File: src/clk_ctrl_params.svh
// Purpose: constants of the clock multiplier and halt control block
// Assumes: clk runs at 40 MHz
// Notes:   bit positions, timing counts and fixed ratios live here only
//
// How it works
// reference clock comes from the internal oscillator at 0, external pin at 1
// source select is loaded from init storage at reset, then rules the device
// oscillator runs after power-up except in halt or with external source
// reference feeds multiplier and comparator filter; halved it is the instruction clock
// multiplier scales reference by 32, then post-divides by 1, 2, 4 or 8
// halve enable divides reference by 2 before multiplier and filter
// pwm divide codes 00..11 give 8, 16, 32, 64 MHz from 2 MHz
// enable powers multiplier and starts locking; clearing stops all its clocks
// software waits the lock time before using any multiplier output
// multiplier enable writes are ignored while the pwm timer runs
// pwm timer clock is fast multiplier output at 1, instruction clock at 0
// pwm source cannot be set while disabled nor changed while timer runs
// divide written while running takes effect at the next counter overflow
// divide readback always shows the last value software wrote
// fast instruction select uses the divide-by-8 multiplier output, else reference/2
// writing fast instruction select while disabled forces it to 0
// instruction clock source may switch on the fly once multiplier is enabled
// software clears both selects before clearing enable in a later write
// software changes clocks only with the pwm timer stopped in pwm mode
// writing the halt bit enters halt, stops oscillator and analog; self-clears
// only a wakeup detector event leaves halt; software arms it first
// after wakeup, execution is held for the halt recovery delay
// software clears the power mode clear register by load-immediate after halt
// halt register sits at 0xB7: bit 0 halt, bit 1 idle, rest reserved; the code acts on bit 0 only and ignores the idle bit
// source switches happen at clock boundaries so no period is shortened
`ifndef CLK_CTRL_PARAMS_SVH
`define CLK_CTRL_PARAMS_SVH

// ----------------------------------------------------------------------
// halt register
// ----------------------------------------------------------------------
`define HALT_REG_ADDR      8'hB7
`define HALT_REQ_POS       0
`define IDLE_REQ_POS       1

// ----------------------------------------------------------------------
// multiplier control register layout and reset values
// ----------------------------------------------------------------------
`define MC_DIV_LSB         0
`define MC_DIV_MSB         1
`define MC_PWM_SRC_POS     2
`define MC_FAST_INSTR_POS  3
`define MC_ENABLE_POS      4
`define MC_DIV_RESET       2'h0
`define FAST_INSTR_DIV     2'h0

// ----------------------------------------------------------------------
// ratios and timing
// ----------------------------------------------------------------------
`define MULT_FACTOR        32
`define REF_HALVE_DIV      2
`define INSTR_DIV          2
`define OSC_PERIOD_CYCLES  20
`define CLK_FREQ_MHZ       40
`define CNT_W              12
`define LOCK_TIME_US       50
`define HALT_REC_US        100
`define LOCK_CYCLES        (`LOCK_TIME_US * `CLK_FREQ_MHZ)
`define HALT_REC_CYCLES    (`HALT_REC_US * `CLK_FREQ_MHZ)

`endif

File: src/clk_ctrl_pkg.sv
// Purpose: types of the clock multiplier and halt control block
// Assumes: constants come from the params header
// Notes:   one packed struct carries all state of the top module
`default_nettype none

`include "clk_ctrl_params.svh"

package clk_ctrl_pkg;

  typedef enum logic [1:0] {ST_RUN, ST_HALT, ST_RECOVER} halt_state_t;

  typedef struct packed {
    logic                src_loaded;
    logic                ref_src;
    logic                ext_s1;
    logic                ext_s2;
    logic                ext_s3;
    logic                ref_tick;
    logic                mult_ref_tick;
    logic                instr_tick;
    logic                osc_run;
    logic                mult_en;
    logic                pwm_src;
    logic                fast_instr;
    logic [1:0]          div_sel;
    logic [1:0]          div_active;
    logic                pwm_src_eff;
    logic                fast_instr_eff;
    logic                mult_powered;
    logic                locked;
    logic [`CNT_W-1:0]   lock_cnt;
    halt_state_t         hstate;
    logic                halted;
    logic [`CNT_W-1:0]   rec_cnt;
    logic                core_hold;
    logic                analog_on;
    logic [7:0]          mc_rdata;
  } clk_ctrl_state_t;

endpackage : clk_ctrl_pkg

`default_nettype wire

File: src/clk_mult_halt_ctrl.sv
// Purpose: reference clock selection, multiplier control and halt sequencing
// Assumes: clocks are modelled as one-cycle ticks on clk; fast multiplier
//          rates are reported as selects and divide codes for the clock tree
// Notes:   control bits arrive as write strobes with data, no bus decode
`default_nettype none

`include "clk_ctrl_params.svh"

module clk_mult_halt_ctrl (
  input  wire logic       clk,
  input  wire logic       sys_rst,
  input  wire logic       ce,
  input  wire logic       init_ref_source_select,
  input  wire logic       ext_clk_pin,
  input  wire logic       ref_halve_enable,
  input  wire logic       multiplier_ctrl_reg_wr,
  input  wire logic [7:0] multiplier_ctrl_reg_wdata,
  input  wire logic       halt_reg_wr,
  input  wire logic [7:0] halt_reg_wdata,
  input  wire logic       pwm_timer_run,
  input  wire logic       pwm_counter_overflow,
  input  wire logic       wakeup_event,
  output logic [7:0]      multiplier_ctrl_reg_rdata,
  output logic            ref_source_select,
  output logic            osc_running,
  output logic            ref_tick,
  output logic            multiplier_ref_tick,
  output logic            instr_tick,
  output logic            multiplier_powered,
  output logic            multiplier_locked,
  output logic            pwm_fast_clk_active,
  output logic [1:0]      pwm_clk_divide_active,
  output logic            instr_fast_clk_active,
  output logic            halt_active,
  output logic            analog_enable,
  output logic            core_hold
);

  import clk_ctrl_pkg::*;

  localparam logic [`CNT_W-1:0] LOCK_LAST = `CNT_W'(`LOCK_CYCLES - 1);
  localparam logic [`CNT_W-1:0] REC_LAST  = `CNT_W'(`HALT_REC_CYCLES - 1);

  clk_ctrl_state_t q;
  clk_ctrl_state_t d;

  logic osc_tick;
  logic halved_tick;
  logic instr_div_tick;
  logic ref_raw;
  logic mc_en_w;
  logic mc_src_w;
  logic mc_fast_w;

  // ----------------------------------------------------------------------
  // tick dividers
  // ----------------------------------------------------------------------
  // oscillator model: stops whenever osc_run is low
  tick_divider #(
    .DIV      (`OSC_PERIOD_CYCLES)
  ) u_osc (
    .clk      (clk),
    .sys_rst  (sys_rst),
    .ce       (ce),
    .clr      (!q.osc_run),
    .bypass   (1'b0),
    .tick_in  (1'b1),
    .tick_out (osc_tick)
  );

  tick_divider #(
    .DIV      (`REF_HALVE_DIV)
  ) u_ref_halve (
    .clk      (clk),
    .sys_rst  (sys_rst),
    .ce       (ce),
    .clr      (1'b0),
    .bypass   (!ref_halve_enable),
    .tick_in  (q.ref_tick),
    .tick_out (halved_tick)
  );

  tick_divider #(
    .DIV      (`INSTR_DIV)
  ) u_instr_div (
    .clk      (clk),
    .sys_rst  (sys_rst),
    .ce       (ce),
    .clr      (1'b0),
    .bypass   (1'b0),
    .tick_in  (q.ref_tick),
    .tick_out (instr_div_tick)
  );

  // ----------------------------------------------------------------------
  // write data fields
  // ----------------------------------------------------------------------
  assign mc_en_w   = multiplier_ctrl_reg_wdata[`MC_ENABLE_POS];
  assign mc_src_w  = multiplier_ctrl_reg_wdata[`MC_PWM_SRC_POS];
  assign mc_fast_w = multiplier_ctrl_reg_wdata[`MC_FAST_INSTR_POS];

  // external clock is only usable after two flops
  assign ref_raw = q.ref_src ? (q.ext_s2 && !q.ext_s3) : osc_tick;

  // ----------------------------------------------------------------------
  // next state
  // ----------------------------------------------------------------------
  always_comb
  begin
    d = q;

    // source select is caught once after reset release, never under reset
    if (!q.src_loaded)
    begin
      d.src_loaded = 1'b1;
      d.ref_src    = init_ref_source_select;
    end

    d.ext_s1 = ext_clk_pin;
    d.ext_s2 = q.ext_s1;
    d.ext_s3 = q.ext_s2;

    d.ref_tick      = ref_raw;
    d.mult_ref_tick = halved_tick;
    d.instr_tick    = instr_div_tick;

    // --------------------------------------------------------------------
    // multiplier control writes
    // --------------------------------------------------------------------
    if (multiplier_ctrl_reg_wr)
    begin
      if (!pwm_timer_run)
      begin
        d.mult_en = mc_en_w;
      end
      // a set attempt while disabled is dropped, clearing is allowed
      if (!pwm_timer_run && !(mc_src_w && !q.mult_en))
      begin
        d.pwm_src = mc_src_w;
      end
      d.fast_instr = q.mult_en ? mc_fast_w : 1'b0;
      d.div_sel    = multiplier_ctrl_reg_wdata[`MC_DIV_MSB:`MC_DIV_LSB];
    end

    // stopped timer follows at once; running timer waits for the cycle end
    if (!pwm_timer_run || pwm_counter_overflow)
    begin
      d.div_active = d.div_sel;
    end

    d.mc_rdata = 8'h00;
    d.mc_rdata[`MC_DIV_MSB:`MC_DIV_LSB] = d.div_sel;
    d.mc_rdata[`MC_PWM_SRC_POS]         = d.pwm_src;
    d.mc_rdata[`MC_FAST_INSTR_POS]      = d.fast_instr;
    d.mc_rdata[`MC_ENABLE_POS]          = d.mult_en;

    // --------------------------------------------------------------------
    // halt sequencing
    // --------------------------------------------------------------------
    case (q.hstate)
      ST_RUN:
      begin
        if (halt_reg_wr && halt_reg_wdata[`HALT_REQ_POS])
        begin
          d.hstate = ST_HALT;
        end
      end
      ST_HALT:
      begin
        if (wakeup_event)
        begin
          d.hstate  = ST_RECOVER;
          d.rec_cnt = '0;
        end
      end
      ST_RECOVER:
      begin
        if (q.rec_cnt == REC_LAST)
        begin
          d.hstate = ST_RUN;
        end
        else
        begin
          d.rec_cnt = q.rec_cnt + `CNT_W'(1);
        end
      end
      default:
      begin
        d.hstate = ST_RUN;
      end
    endcase

    d.core_hold = (d.hstate != ST_RUN);
    d.analog_on = (d.hstate != ST_HALT);
    d.osc_run   = (d.hstate != ST_HALT) && !d.ref_src;
    d.halted    = (d.hstate == ST_HALT);

    // --------------------------------------------------------------------
    // multiplier power and lock
    // --------------------------------------------------------------------
    d.mult_powered = d.mult_en && (d.hstate != ST_HALT);
    if (!d.mult_powered)
    begin
      d.lock_cnt = '0;
      d.locked   = 1'b0;
    end
    else if (!q.locked)
    begin
      if (q.lock_cnt == LOCK_LAST)
        d.locked = 1'b1;
      else
        d.lock_cnt = q.lock_cnt + `CNT_W'(1);
    end

    // --------------------------------------------------------------------
    // clock source switching
    // --------------------------------------------------------------------
    // only at an instruction clock edge so no period is cut short;
    // losing power drops the fast sources at once since nothing runs
    if (!d.mult_powered)
    begin
      d.pwm_src_eff    = 1'b0;
      d.fast_instr_eff = 1'b0;
    end
    else if (instr_div_tick)
    begin
      d.pwm_src_eff    = q.pwm_src;
      d.fast_instr_eff = q.fast_instr;
    end
  end

  // ----------------------------------------------------------------------
  // state register
  // ----------------------------------------------------------------------
  always_ff @(posedge clk or posedge sys_rst)
  begin
    if (sys_rst)
    begin
      q            <= '0;
      q.hstate     <= ST_RUN;
      q.div_sel    <= `MC_DIV_RESET;
      q.div_active <= `MC_DIV_RESET;
      q.analog_on  <= 1'b1;
    end
    else if (ce)
    begin
      q <= d;
    end
  end

  // ----------------------------------------------------------------------
  // outputs
  // ----------------------------------------------------------------------
  assign multiplier_ctrl_reg_rdata = q.mc_rdata;
  assign ref_source_select         = q.ref_src;
  assign osc_running               = q.osc_run;
  assign ref_tick                  = q.ref_tick;
  assign multiplier_ref_tick       = q.mult_ref_tick;
  assign instr_tick                = q.instr_tick;
  assign multiplier_powered        = q.mult_powered;
  assign multiplier_locked         = q.locked;
  assign pwm_fast_clk_active       = q.pwm_src_eff;
  assign pwm_clk_divide_active     = q.div_active;
  assign instr_fast_clk_active     = q.fast_instr_eff;
  assign halt_active               = q.halted;
  assign analog_enable             = q.analog_on;
  assign core_hold                 = q.core_hold;

endmodule : clk_mult_halt_ctrl

`default_nettype wire

File: src/tick_divider.sv
// Purpose: divides a one-cycle tick stream by a fixed ratio
// Assumes: tick_in is a single-cycle pulse on clk
// Notes:   bypass passes each tick through with one cycle of latency
`default_nettype none

module tick_divider #(
  parameter int unsigned DIV = 2
) (
  input  wire logic clk,
  input  wire logic sys_rst,
  input  wire logic ce,
  input  wire logic clr,
  input  wire logic bypass,
  input  wire logic tick_in,
  output logic      tick_out
);

  localparam int unsigned W = (DIV > 1) ? $clog2(DIV) : 1;
  localparam logic [W-1:0] LAST = W'(DIV - 1);

  typedef struct packed {
    logic [W-1:0] cnt;
    logic         tick;
  } div_state_t;

  div_state_t q;
  div_state_t d;

  always_comb
  begin
    d      = q;
    d.tick = 1'b0;
    if (clr)
    begin
      d.cnt = '0;
    end
    else if (tick_in)
    begin
      if (bypass)
      begin
        d.tick = 1'b1;
      end
      else if (q.cnt == LAST)
      begin
        d.cnt  = '0;
        d.tick = 1'b1;
      end
      else
      begin
        d.cnt = q.cnt + W'(1);
      end
    end
  end

  always_ff @(posedge clk or posedge sys_rst)
  begin
    if (sys_rst)
      q <= '0;
    else if (ce)
      q <= d;
  end

  assign tick_out = q.tick;

endmodule : tick_divider

`default_nettype wire

File: config.mk
export PLATFORM = sky130hd
export DESIGN_NAME = clk_mult_halt_ctrl
export DESIGN_NICKNAME = d
export VERILOG_FILES = /design/src/clk_ctrl_pkg.sv /design/src/clk_mult_halt_ctrl.sv /design/src/tick_divider.sv
export VERILOG_INCLUDE_DIRS = /design/src /design/src/src
export SDC_FILE = /design/constraint.sdc
export NUM_CORES = 1
export LEC_CHECK = 0
export BUFFER_PORTS_ARGS = -buffer_cell sky130_fd_sc_hd__buf_2
export CORE_ASPECT_RATIO = 1.25
export CORE_MARGIN = 2
export CORE_UTILIZATION = 50
export DETAILED_ROUTE_END_ITERATION = 6
export MAX_ROUTING_LAYER = met4
export PLACE_DENSITY = 0.82
export SLEW_MARGIN = 20
export SYNTH_ARGS = -nofsm -noshare
export SYNTH_HDL_FRONTEND = slang
export SYNTH_SLANG_ARGS = --single-unit
File: constraint.sdc
create_clock -name clk -period 1.7 [get_ports clk]
set_clock_uncertainty 0.05 [all_clocks]
set_input_delay 0.255 -clock clk [delete_from_list [all_inputs] [get_ports clk]]
set_output_delay 0.255 -clock clk [all_outputs]
set_load 0.02 [all_outputs]
* Word-level counts from Yosys, hierarchy flattened
Cells that the tools add are included.
** Cells by class
- Equality and inequality tests :: 12
- Reductions and logical operators :: 21
- Muxes and demuxes :: 30
- Add/subtract/negate cells :: 5
** Operators by type and width (number)
- two-way mux 12 bit :: 3
- two-way mux 13 bit :: 2
- adder 12 x 1 -> 12 bit (second input constant) :: 2
- case mux 12 bit (2 select lines) :: 1
- two-way mux 1 bit :: 15
- two-way mux 5 bit :: 3
- equality test 12 x 11 -> 1 bit (second input constant) :: 1
- equality test 12 bit (second input constant) :: 1
- two-way mux 2 bit :: 5
- != test 2 bit (second input constant) :: 4
- logical AND 1 bit :: 6
- case mux 2 bit (3 select lines) :: 1
- AND reduction 2 bit :: 3
- AND reduction 3 bit :: 2
- adder 5 x 1 -> 5 bit (second input constant) :: 1
- equality test 5 bit (second input constant) :: 1
- logical NOT 1 bit :: 5
- equality test 2 x 1 -> 1 bit (second input constant) :: 2
- != test 2 x 1 -> 1 bit (second input constant) :: 2
- AND reduction 4 bit :: 1
- nonzero test 2 bit :: 2
- adder 1 bit (second input constant) :: 2
- equality test 2 bit (second input constant) :: 1
- logical NOT 2 bit :: 1
- logical OR 1 bit :: 1
** Word-level totals
- Word-level logic and storage cells :: 99
- Bits of input ports :: 27
- Register bits after elaboration :: 64

* Logic depth before layout (Yosys ltp)
Gate-level depths: netlist (run 1).
- Depth in word-level cells :: 9
- Depth in mapped cells :: 7
- Mapped depth without buffers :: 6

* Modules after synthesis
From an unflattened synthesis (run 1), not the netlist that was laid out.
** Unflattened totals
- Cell total of the unflattened synthesis :: 297
- Area, all modules :: 3014.1 µm²
** Modules (own cells, without submodules)
- clk_mult_halt_ctrl :: sequential area each 1227.4 µm², area an instance 2456.1 µm², times used 1, cells an instance 238
- tick_divider (u_osc) :: sequential area each 150.1 µm², area an instance 355.3 µm², times used 1, cells an instance 37
- tick_divider (u_instr_div ...) :: sequential area each 50.0 µm², area an instance 101.3 µm², times used 2, cells an instance 11

* Worst setup path before layout (run 1)
No wires, ideal clock.
- Path kind :: register to register
- Start :: register q[25] (netlist name)
- End :: register q[28] (netlist name)
- Arrival time :: 1.559 ns
- Cell stages (with the launch flop) :: 7
- Slack :: 0.027 ns
- Data required time :: 1.586 ns
- Buffers on the path :: 0
- Path through :: dfrtp_1 > ha_1 > and3_1 > a31oi_1 > inv_1 > nor4_1 > a211o_1
** Between the ends
- Cells in the longest elaborated chain, start to end :: 4
- Elaborated cells on any way between the ends :: 7
- Classes of those cells :: add/sub (1); eq/ne (2); mux (3); reduce/logical (1)
** Ends and longest elaborated chain
- start, declared :: line clk_mult_halt_ctrl.sv:44 : clk_ctrl_state_t q;
- adder 12 x 1 -> 12 bit :: line clk_mult_halt_ctrl.sv:212 : d.lock_cnt = q.lock_cnt + `CNT_W'(1);
- two-way mux 12 bit :: line clk_mult_halt_ctrl.sv:209 : if (q.lock_cnt == LOCK_LAST)
- two-way mux 13 bit :: line clk_mult_halt_ctrl.sv:207 : else if (!q.locked)
- two-way mux 13 bit :: line clk_mult_halt_ctrl.sv:202 : if (!d.mult_powered)
Parallel ways exist; a longest one is shown, timed or not. The select of a mux whose other input is x is not followed.
A chain may end at the register's enable or synchronous reset.

* Worst setup path after layout (run 1)
- Start :: register q[23] (netlist name)
- End :: register q (netlist bit instr_fast_clk_active)
** Between the ends
- Cells in the longest elaborated chain, start to end :: 6
- Elaborated cells on any way between the ends :: 12
- Classes of those cells :: eq/ne (4); mux (5); reduce/logical (3)
** Ends and longest elaborated chain
- equality test 2 bit, or another cell as far along :: line clk_mult_halt_ctrl.sv:160 : case (q.hstate)
- case mux 2 bit (3 select lines) * :: line clk_mult_halt_ctrl.sv:160
- != test 2 x 1 -> 1 bit * :: line clk_mult_halt_ctrl.sv:201 : d.mult_powered = d.mult_en && (d.hstate != ST_HALT);
- logical AND 1 bit * :: line clk_mult_halt_ctrl.sv:201
- != test 2 x 1 -> 1 bit (no source line)
- AND reduction 2 bit (no source line)
Every way passes the cells marked *; elsewhere a longest branch is shown, timed or not.

==> results.py, run 1 <==
metrics = {
    "yosys": {
        "synth_xor_xnor_area_share_pct": 2.740,
        "synth.area.mux_share_pct": 5.307,
        "avgSynthCellArea_um2": 10.42,
        "yosysUniqueCellTypes": 56,
        "yosys_most_used_dff": "dfrtp_1",
        "synth_top_family_by_area": "simple AND/OR/NAND/NOR gates",
        "async_flop_share_pct": 100.0,
        "yosysWarnings": 0,
        "yosys.area.top_type": "dfrtp_1",
        "synth.most_common_cell": "dfrtp_1",
        "synth-simple-area-share_pct": 18.83,
        "synthTopCellsByArea": "dfrtp_1, mux2_2, nand2_1, nand3_1, o21ai_0",
        "syn_area_um2": 2877,
        "synthAdderAreaFrac_pct": 1.305,
        "synth-seq-cells": 59,
        "synth_compound_gate_area_share_pct": 14.35,
        "synth-edff-count": 0,
        "ys_seq_area_share_pct": 51.37,
        "synth_top_area_share_pct": 50.46,
        "syn-instance-count": 276,
        "synth_commonest_cells": "dfrtp_1, nand2_1, nand3_1",
    },
    "outcome": {
        "violations": "negative setup slack",
        "outcome": "finished, violations left",
    },
    "pwr": {
        "p_leak_nw": 1.675,
        "swShare_pct": 31.76,
        "p_per_area_nw_per_um2": 1200,
        "combPwrFrac_pct": 26.2,
        "p_total_w": 0.004370,
        "p_int_w": 0.002982,
        "p_sw_w": 0.001388,
        "ir_drop_mv": 0.9610,
        "p_clk_share_pct": 31.4,
        "power_frac_seq_pct": 42.4,
    },
    "layout": {
        "antenna_cells": 0,
        "num-nets-final": 371,
        "area_growth_pct": 26.62,
        "layout-drive-gt1-share_pct": 36.23,
        "fin_util_pct": 66.46,
    },
    "placed_design": {
        "place.gp.congestion": 0.8190,
        "place_hpwl_um": 4070,
        "pre_cts_ws_ns": -0.02201,
        "portBuffers": 35,
    },
    "drt": {
        "ant_nets": 0,
        "dr.first_iter.drc_count": 207,
        "routedWlPerCell_um": 15.37,
        "vias": 2298,
        "viasPerCell": 5.619,
        "routed_wl_um": 6287,
        "drtPass1Iterations": 4,
        "post-route-drc-count": 0,
    },
    "timing": {
        "rsz0062_at_grt": "yes",
        "finalSetupViolations": 2,
        "final_hold_viol_count": 0,
        "fin_crit_ns": 1.735,
        "fmax_mhz": 576.5,
        "drv_slew": 0,
        "period_share_pct": 102.0,
        "fin_ws_ns": -0.03452,
    },
    "grt": {
        "grt_pass1_vias": 2162,
        "antenna_found_initial": 0,
        "grt_max_degree": 60,
        "grt_usage_pct": 20.91,
        "grt_pass1_wl_um": 9811,
        "overflow": 0,
    },
    "clock_tree": {
        "cts_made_buffers": 9,
        "clock-sinks": 59,
        "clkTransAtPathRegs_ns": 0.07,
        "cts_tree": "yes",
        "insertion_delay_ns": 0.34,
        "h-tree-depth": 3,
        "clk_root_buffer_cell": "clkbuf_8",
        "clockBufferDepth": 2,
    },
    "floorplanning": {
        "chipHeight_um": 88.80,
        "core_um2": 5480,
        "initial_utilization_pct": 52.49,
        "chipWidth_um": 71.84,
        "ios": 49,
        "rows": 30,
        "die_area_um2": 6379,
    },
    "critical_path": {
        "crit_fanout": 8,
        "critPathCaptureType": "flip-flop",
        "startpoint_type": "flip-flop",
        "arrival_ns": 1.96,
        "required_ns": 1.92,
        "critPathKind": "flip-flop to flip-flop",
    },
    "run": {
        "drv_cap": 0,
    },
    "worst_hold_path": {
        "hold_path.class": "input pin to flip-flop",
    },
}
-- kinds of logic (layout without fill, tap and decap cells) --
| group | count (synthesis) | in the layout |
|---|---|---|
| xor+xnor | 9 | 9 |
| buf+inv | 31 | 98 |
| compound gates | 59 | 59 |
| mux | 14 | 14 |
| other cells | 1 | 3 |
| flops | 59 | 59 |
| fa+ha+maj | 3 | 3 |
| simple gates | 100 | 100 |
-- path summary, 6_finish.rpt --
| check | start | slack, ns | to | cells past startpoint |
|---|---|---|---|---|
| setup / recovery | q[23] | -0.03 | instr_fast_clk_active | 6 |
| hold / removal | ext_clk_pin | 0.11 | d[53] | 2 |
| setup reg to reg | q[23] | -0.03 | instr_fast_clk_active | 6 |
| hold reg to reg | u_instr_div.q[1] | 0.43 | u_instr_div.q[1] | 1 |
| max in group asynchronous | sys_rst | 0.81 | analog_enable | 4 |
| min in group asynchronous | sys_rst | 0.48 | q[24] | 4 |
-- power by group through the flow --
stage                     clock network, W  logic, W  registers, W
after floorplan                          0  0.000619       0.00192
after global routing               0.00147   0.00126       0.00188
after global placement                   0  0.000961       0.00186
after CTS                          0.00140   0.00105       0.00185
after detailed placement                 0   0.00100       0.00187
final                              0.00137   0.00115       0.00185
-- sequential cells by signal, indices dropped and copies added, names as in the netlist, 2 cells and up --
name	count
pwm_clk_divide_active	2
q	30
u_osc.q	5
multiplier_ctrl_reg_rdata	3
d	2
-- placed cells by master (no fill, tap or decap), types with 5 or more instances in the layout --
cell and count:
a21oi_1 5, buf_2 35, buf_4 28, clkbuf_8 9, dfrtp_1 58, inv_1 12, mux2_2 9, nand2_1 27
nand2b_1 5, nand3_1 20, nand4_1 5, nor2_1 12, o21ai_0 17, xnor2_1 5
-- worst max-delay path, stage by stage (launching register included) --
cell     delay (ns)
dfrtp_1        0.43
nor3b_1        0.16
a41o_1         0.26
or2_4          0.31
buf_4          0.16
o21ai_2        0.14
a32o_1         0.16
-- metal layers --
layer | part of all wire, % | GRT usage (%)
met1 | 42 | 25.35
met2 | 52 | 32.91
met3 | 4.0 | 5.011
met4 | 1.7 | 10.12
met5 | 0 | -
-- through the flow --
step / hold WS, ns / instances / setup TNS, ns / area (um^2)
after floorplan: 0.3042 / 278 / 0 / 2888
after global placement: 0.3079 / 386 / -0.0006806 / 3228
after detailed placement: 0.3101 / 386 / -0.02544 / 3228
after CTS: 0.08825 / 406 / 0 / 3483
after global routing: 0.1077 / 409 / -0.6321 / 3642
final: 0.1055 / 409 / -0.04560 / 3642
-- area by class of cell --
type / count / area, um^2
timing repair buffer: 68 / 449.2
tap: 64 / 80.08
sequential: 59 / 1478
multi-input combinational: 188 / 1369
clock buffer: 10 / 127.6
fill: 389 / 1838
clock inverter: 5 / 78.83
inverter: 15 / 60.06
-- what timing repair did --
action / 4_1_cts / 5_1_grt
endpoints found under the hold margin: 58 / 0
endpoints found under the setup margin: 6 / 20
pin swaps: 4 / 12
hold buffers: 1 / 0
setup buffers: 4 / 3
resized for setup: 2 / 30
No activity file was read; power rests on OpenSTA's default activity.
==> inputs of run 2 (changes only) <==
- CORE_ASPECT_RATIO: 1.25 -> default
- CORE_UTILIZATION: 50 -> 51
- PLACE_DENSITY: 0.82 -> 0.83
- SYNTH_HIERARCHICAL: default -> 1
==> run 2 against run 1 <==
Net effect:
- the flow still finishes with violations (negative setup slack)
- flip-flop and latch count unchanged
- critical path depth decreased by 1
- highest routed layer unchanged
- final cell count increased by 8.6%
- critical path type unchanged
==> results.py, run 2 <==
metrics = {
    "placed_design": {
        "place_hpwl_um": 4649,
        "placedCellCount": 424,
        "placed_area_um2": 3411,
        "portBuffers": 35,
        "place.gp.congestion": 0.8010,
    },
    "layout": {
        "stdcell_count": 444,
        "multi_input_area_um2": 1456,
        "num-nets-final": 397,
        "antenna_cells": 0,
        "largest_reg_flops": 30,
        "layout-drive-gt1-share_pct": 30.65,
        "regMostFlops": "q",
        "fin_area_um2": 3709,
        "final_cell_mix": "dfrtp_1, buf_2, buf_4",
        "seq_area_um2": 1478,
        "fillers": 445,
        "final_common_cell": "dfrtp_1",
        "area_growth_pct": 23.04,
    },
    "drt": {
        "dr.first_iter.drc_count": 132,
        "routedWlPerCell_um": 14.54,
        "ant_nets": 0,
        "vias": 2435,
        "drtPass1Iterations": 5,
        "post-route-drc-count": 0,
        "viasPerCell": 5.484,
        "routed_wl_um": 6457,
    },
    "critical_path": {
        "crit_fanout": 3,
        "arrival_ns": 1.89,
        "cp_top_family": "simple AND/OR/NAND/NOR gates",
        "cp_slowest_cell": "or3_4",
        "cp_cell_sequence": "or3_4 -> nor4_4 -> nor2_2 -> and3_4 -> mux2_2",
        "critPathCaptureType": "flip-flop",
        "max_stage_delay_ns": 0.41,
        "startpoint_type": "flip-flop",
        "required_ns": 1.88,
        "critPathKind": "flip-flop to flip-flop",
        "crit_buf_inv": 0,
    },
    "grt": {
        "antenna_found_initial": 0,
        "grt_pass1_wl_um": 11100,
        "grt_usage_pct": 23.23,
        "grt_pass1_vias": 2447,
        "overflow": 0,
        "grt_max_degree": 23,
    },
    "floorplanning": {
        "core_um2": 5608,
        "ios": 49,
        "initial_utilization_pct": 53.75,
        "rows": 27,
        "die_area_um2": 6541,
        "chipHeight_um": 80.88,
        "chipWidth_um": 80.88,
    },
    "outcome": {
        "violations": "negative setup slack",
        "outcome": "finished, violations left",
    },
    "timing": {
        "fmax_mhz": 585.2,
        "finalSetupViolations": 1,
        "worst_slew_pin_slew_ns": 0.5109,
        "final_hold_viol_count": 0,
        "period_share_pct": 100.5,
        "drv_slew": 0,
        "relSlewSlack_pct": 65.89,
        "setup_tns_ns": -0.008883,
        "rsz0062_at_grt": "yes",
        "fin_crit_ns": 1.709,
        "fin_ws_ns": -0.008883,
    },
    "clock_tree": {
        "clkTransAtPathRegs_ns": 0.07,
        "cts_tree": "yes",
        "insertion_delay_ns": 0.34,
        "clock-sinks": 59,
        "h-tree-depth": 3,
        "clockBufferDepth": 2,
        "cts_made_buffers": 9,
        "clk_root_buffer_cell": "clkbuf_8",
    },
    "yosys": {
        "synth.area.mux_share_pct": 5.438,
        "avgSynthCellArea_um2": 10.15,
        "synth_top_area_share_pct": 48.15,
        "yosys_most_used_dff": "dfrtp_1",
        "yosys.area.top_type": "dfrtp_1",
        "synth-simple-area-share_pct": 22.46,
        "synth_top_family_by_area": "simple AND/OR/NAND/NOR gates",
        "synth_commonest_cells": "dfrtp_1, nand2_1, nor2_1",
        "syn_area_um2": 3014,
        "synthTopCellsByArea": "dfrtp_1, mux2_2, nand2_1, o21ai_0, buf_4",
        "synthAdderAreaFrac_pct": 1.245,
        "synth-seq-cells": 59,
        "synth.most_common_cell": "dfrtp_1",
        "ys_seq_area_share_pct": 49.02,
        "syn-instance-count": 297,
        "synth_compound_gate_area_share_pct": 13.08,
        "synth-edff-count": 0,
        "yosysWarnings": 6,
        "yosysUniqueCellTypes": 57,
        "async_flop_share_pct": 100.0,
        "synth_xor_xnor_area_share_pct": 2.615,
    },
    "pwr": {
        "p_per_area_nw_per_um2": 1050,
        "p_leak_nw": 1.761,
        "ir_drop_mv": 0.6882,
    },
    "run": {
        "drv_cap": 0,
    },
    "worst_hold_path": {
        "hold_path.class": "input pin to flip-flop",
    },
}
## run 2: changes by cell type after synthesis, sizes merged, moves of 4 or more
| cell | delta |
|---|---|
| a22o | +4 |
| nand2 | -7 |
| o21ai | +6 |
| and3 | +5 |
| nor2 | +5 |
| nor2b | +11 |
| clkbuf | +4 |
| nand3 | -6 |
| o2bb2ai | -4 |
## run 2: per-layer routing
metal	routed length [um]	share of wire [%]	vias up	global-route usage, %
met5	0	0	-	-
met2	3274	51	64	38.18
met4	144	2.2	0	12.03
met3	261	4.0	12	3.667
met1	2777	43	1198	27.67
li1	-	-	1161	-
## run 2: path summary, 6_finish.rpt
check / endpoint / cells after the start / start / slack, ns
max: q[25] / 5 / q[36] / -0.009
min: multiplier_ctrl_reg_rdata[2] / 3 / multiplier_ctrl_reg_wdata[2] / 0.10
max reg2reg: q[25] / 5 / q[36] / -0.009
min reg2reg: pwm_clk_divide_active[0] / 2 / pwm_clk_divide_active[0] / 0.44
max in group asynchronous: q[17] / 4 / sys_rst / 0.60
min in group asynchronous: u_instr_div/q[1] / 3 / sys_rst / 0.30
## run 2: repair_timing
action | 4_1_cts | 5_1_grt
endpoints found under the hold margin | 29 | 0
endpoints found under the setup margin | 3 | 11
hold buffers | 1 | 0
setup buffers | 1 | 2
pin swaps | 1 | 4
gates resized for setup | 3 | 11
gates cloned | 0 | 0
## run 2: where the power goes
part | switching (W) | leakage, nW | internal [W]
Sequential | 0.000135 | 0.778 | 0.00158
Clock | 0.000548 | 0.108 | 0.000791
Combinational | 0.000468 | 0.875 | 0.000372
## run 2: cell type report
type | instances | area share (%)
sequential | 59 | 39.84
inverter | 18 | 1.822
clock inverter | 4 | 1.282
clock buffer | 12 | 4.453
multi-input combinational | 216 | 39.27
tap | 72 | 2.429
timing repair buffer | 63 | 10.90
## run 2: kinds of logic after synthesis
family / count (synthesis)
and+or+nand+nor: 114
AOI/OAI and AO/OA: 60
DFF: 59
buffers and inverters: 35
muxes: 15
xor gates and xnor gates: 9
adders and majority gates: 3
other: 2
## run 2: through the flow
| stage | setup WS (ns) | util, % | hold slack, ns | power, W |
|---|---|---|---|---|
| 2_1_floorplan | 0.02248 | - | -0.05382 | 0.002257 |
| 3_3_place_gp | 0.02140 | 60.82 | 0.09614 | 0.002489 |
| 3_5_place_dp | -0.07557 | 60.82 | 0.1029 | 0.002535 |
| 4_1_cts | 0.004347 | 65.06 | 0.09004 | 0.003900 |
| 5_1_grt | -0.07249 | 66.13 | 0.1017 | 0.004098 |
| 6_report | -0.008883 | 66.13 | 0.1025 | 0.003893 |
## run 2: worst reg2reg max path: stages, from the launching register on
cell     delay, ns
dfrtp_1       0.40
or3_4         0.41
nor4_4        0.20
nor2_2        0.08
and3_4        0.20
mux2_2        0.25
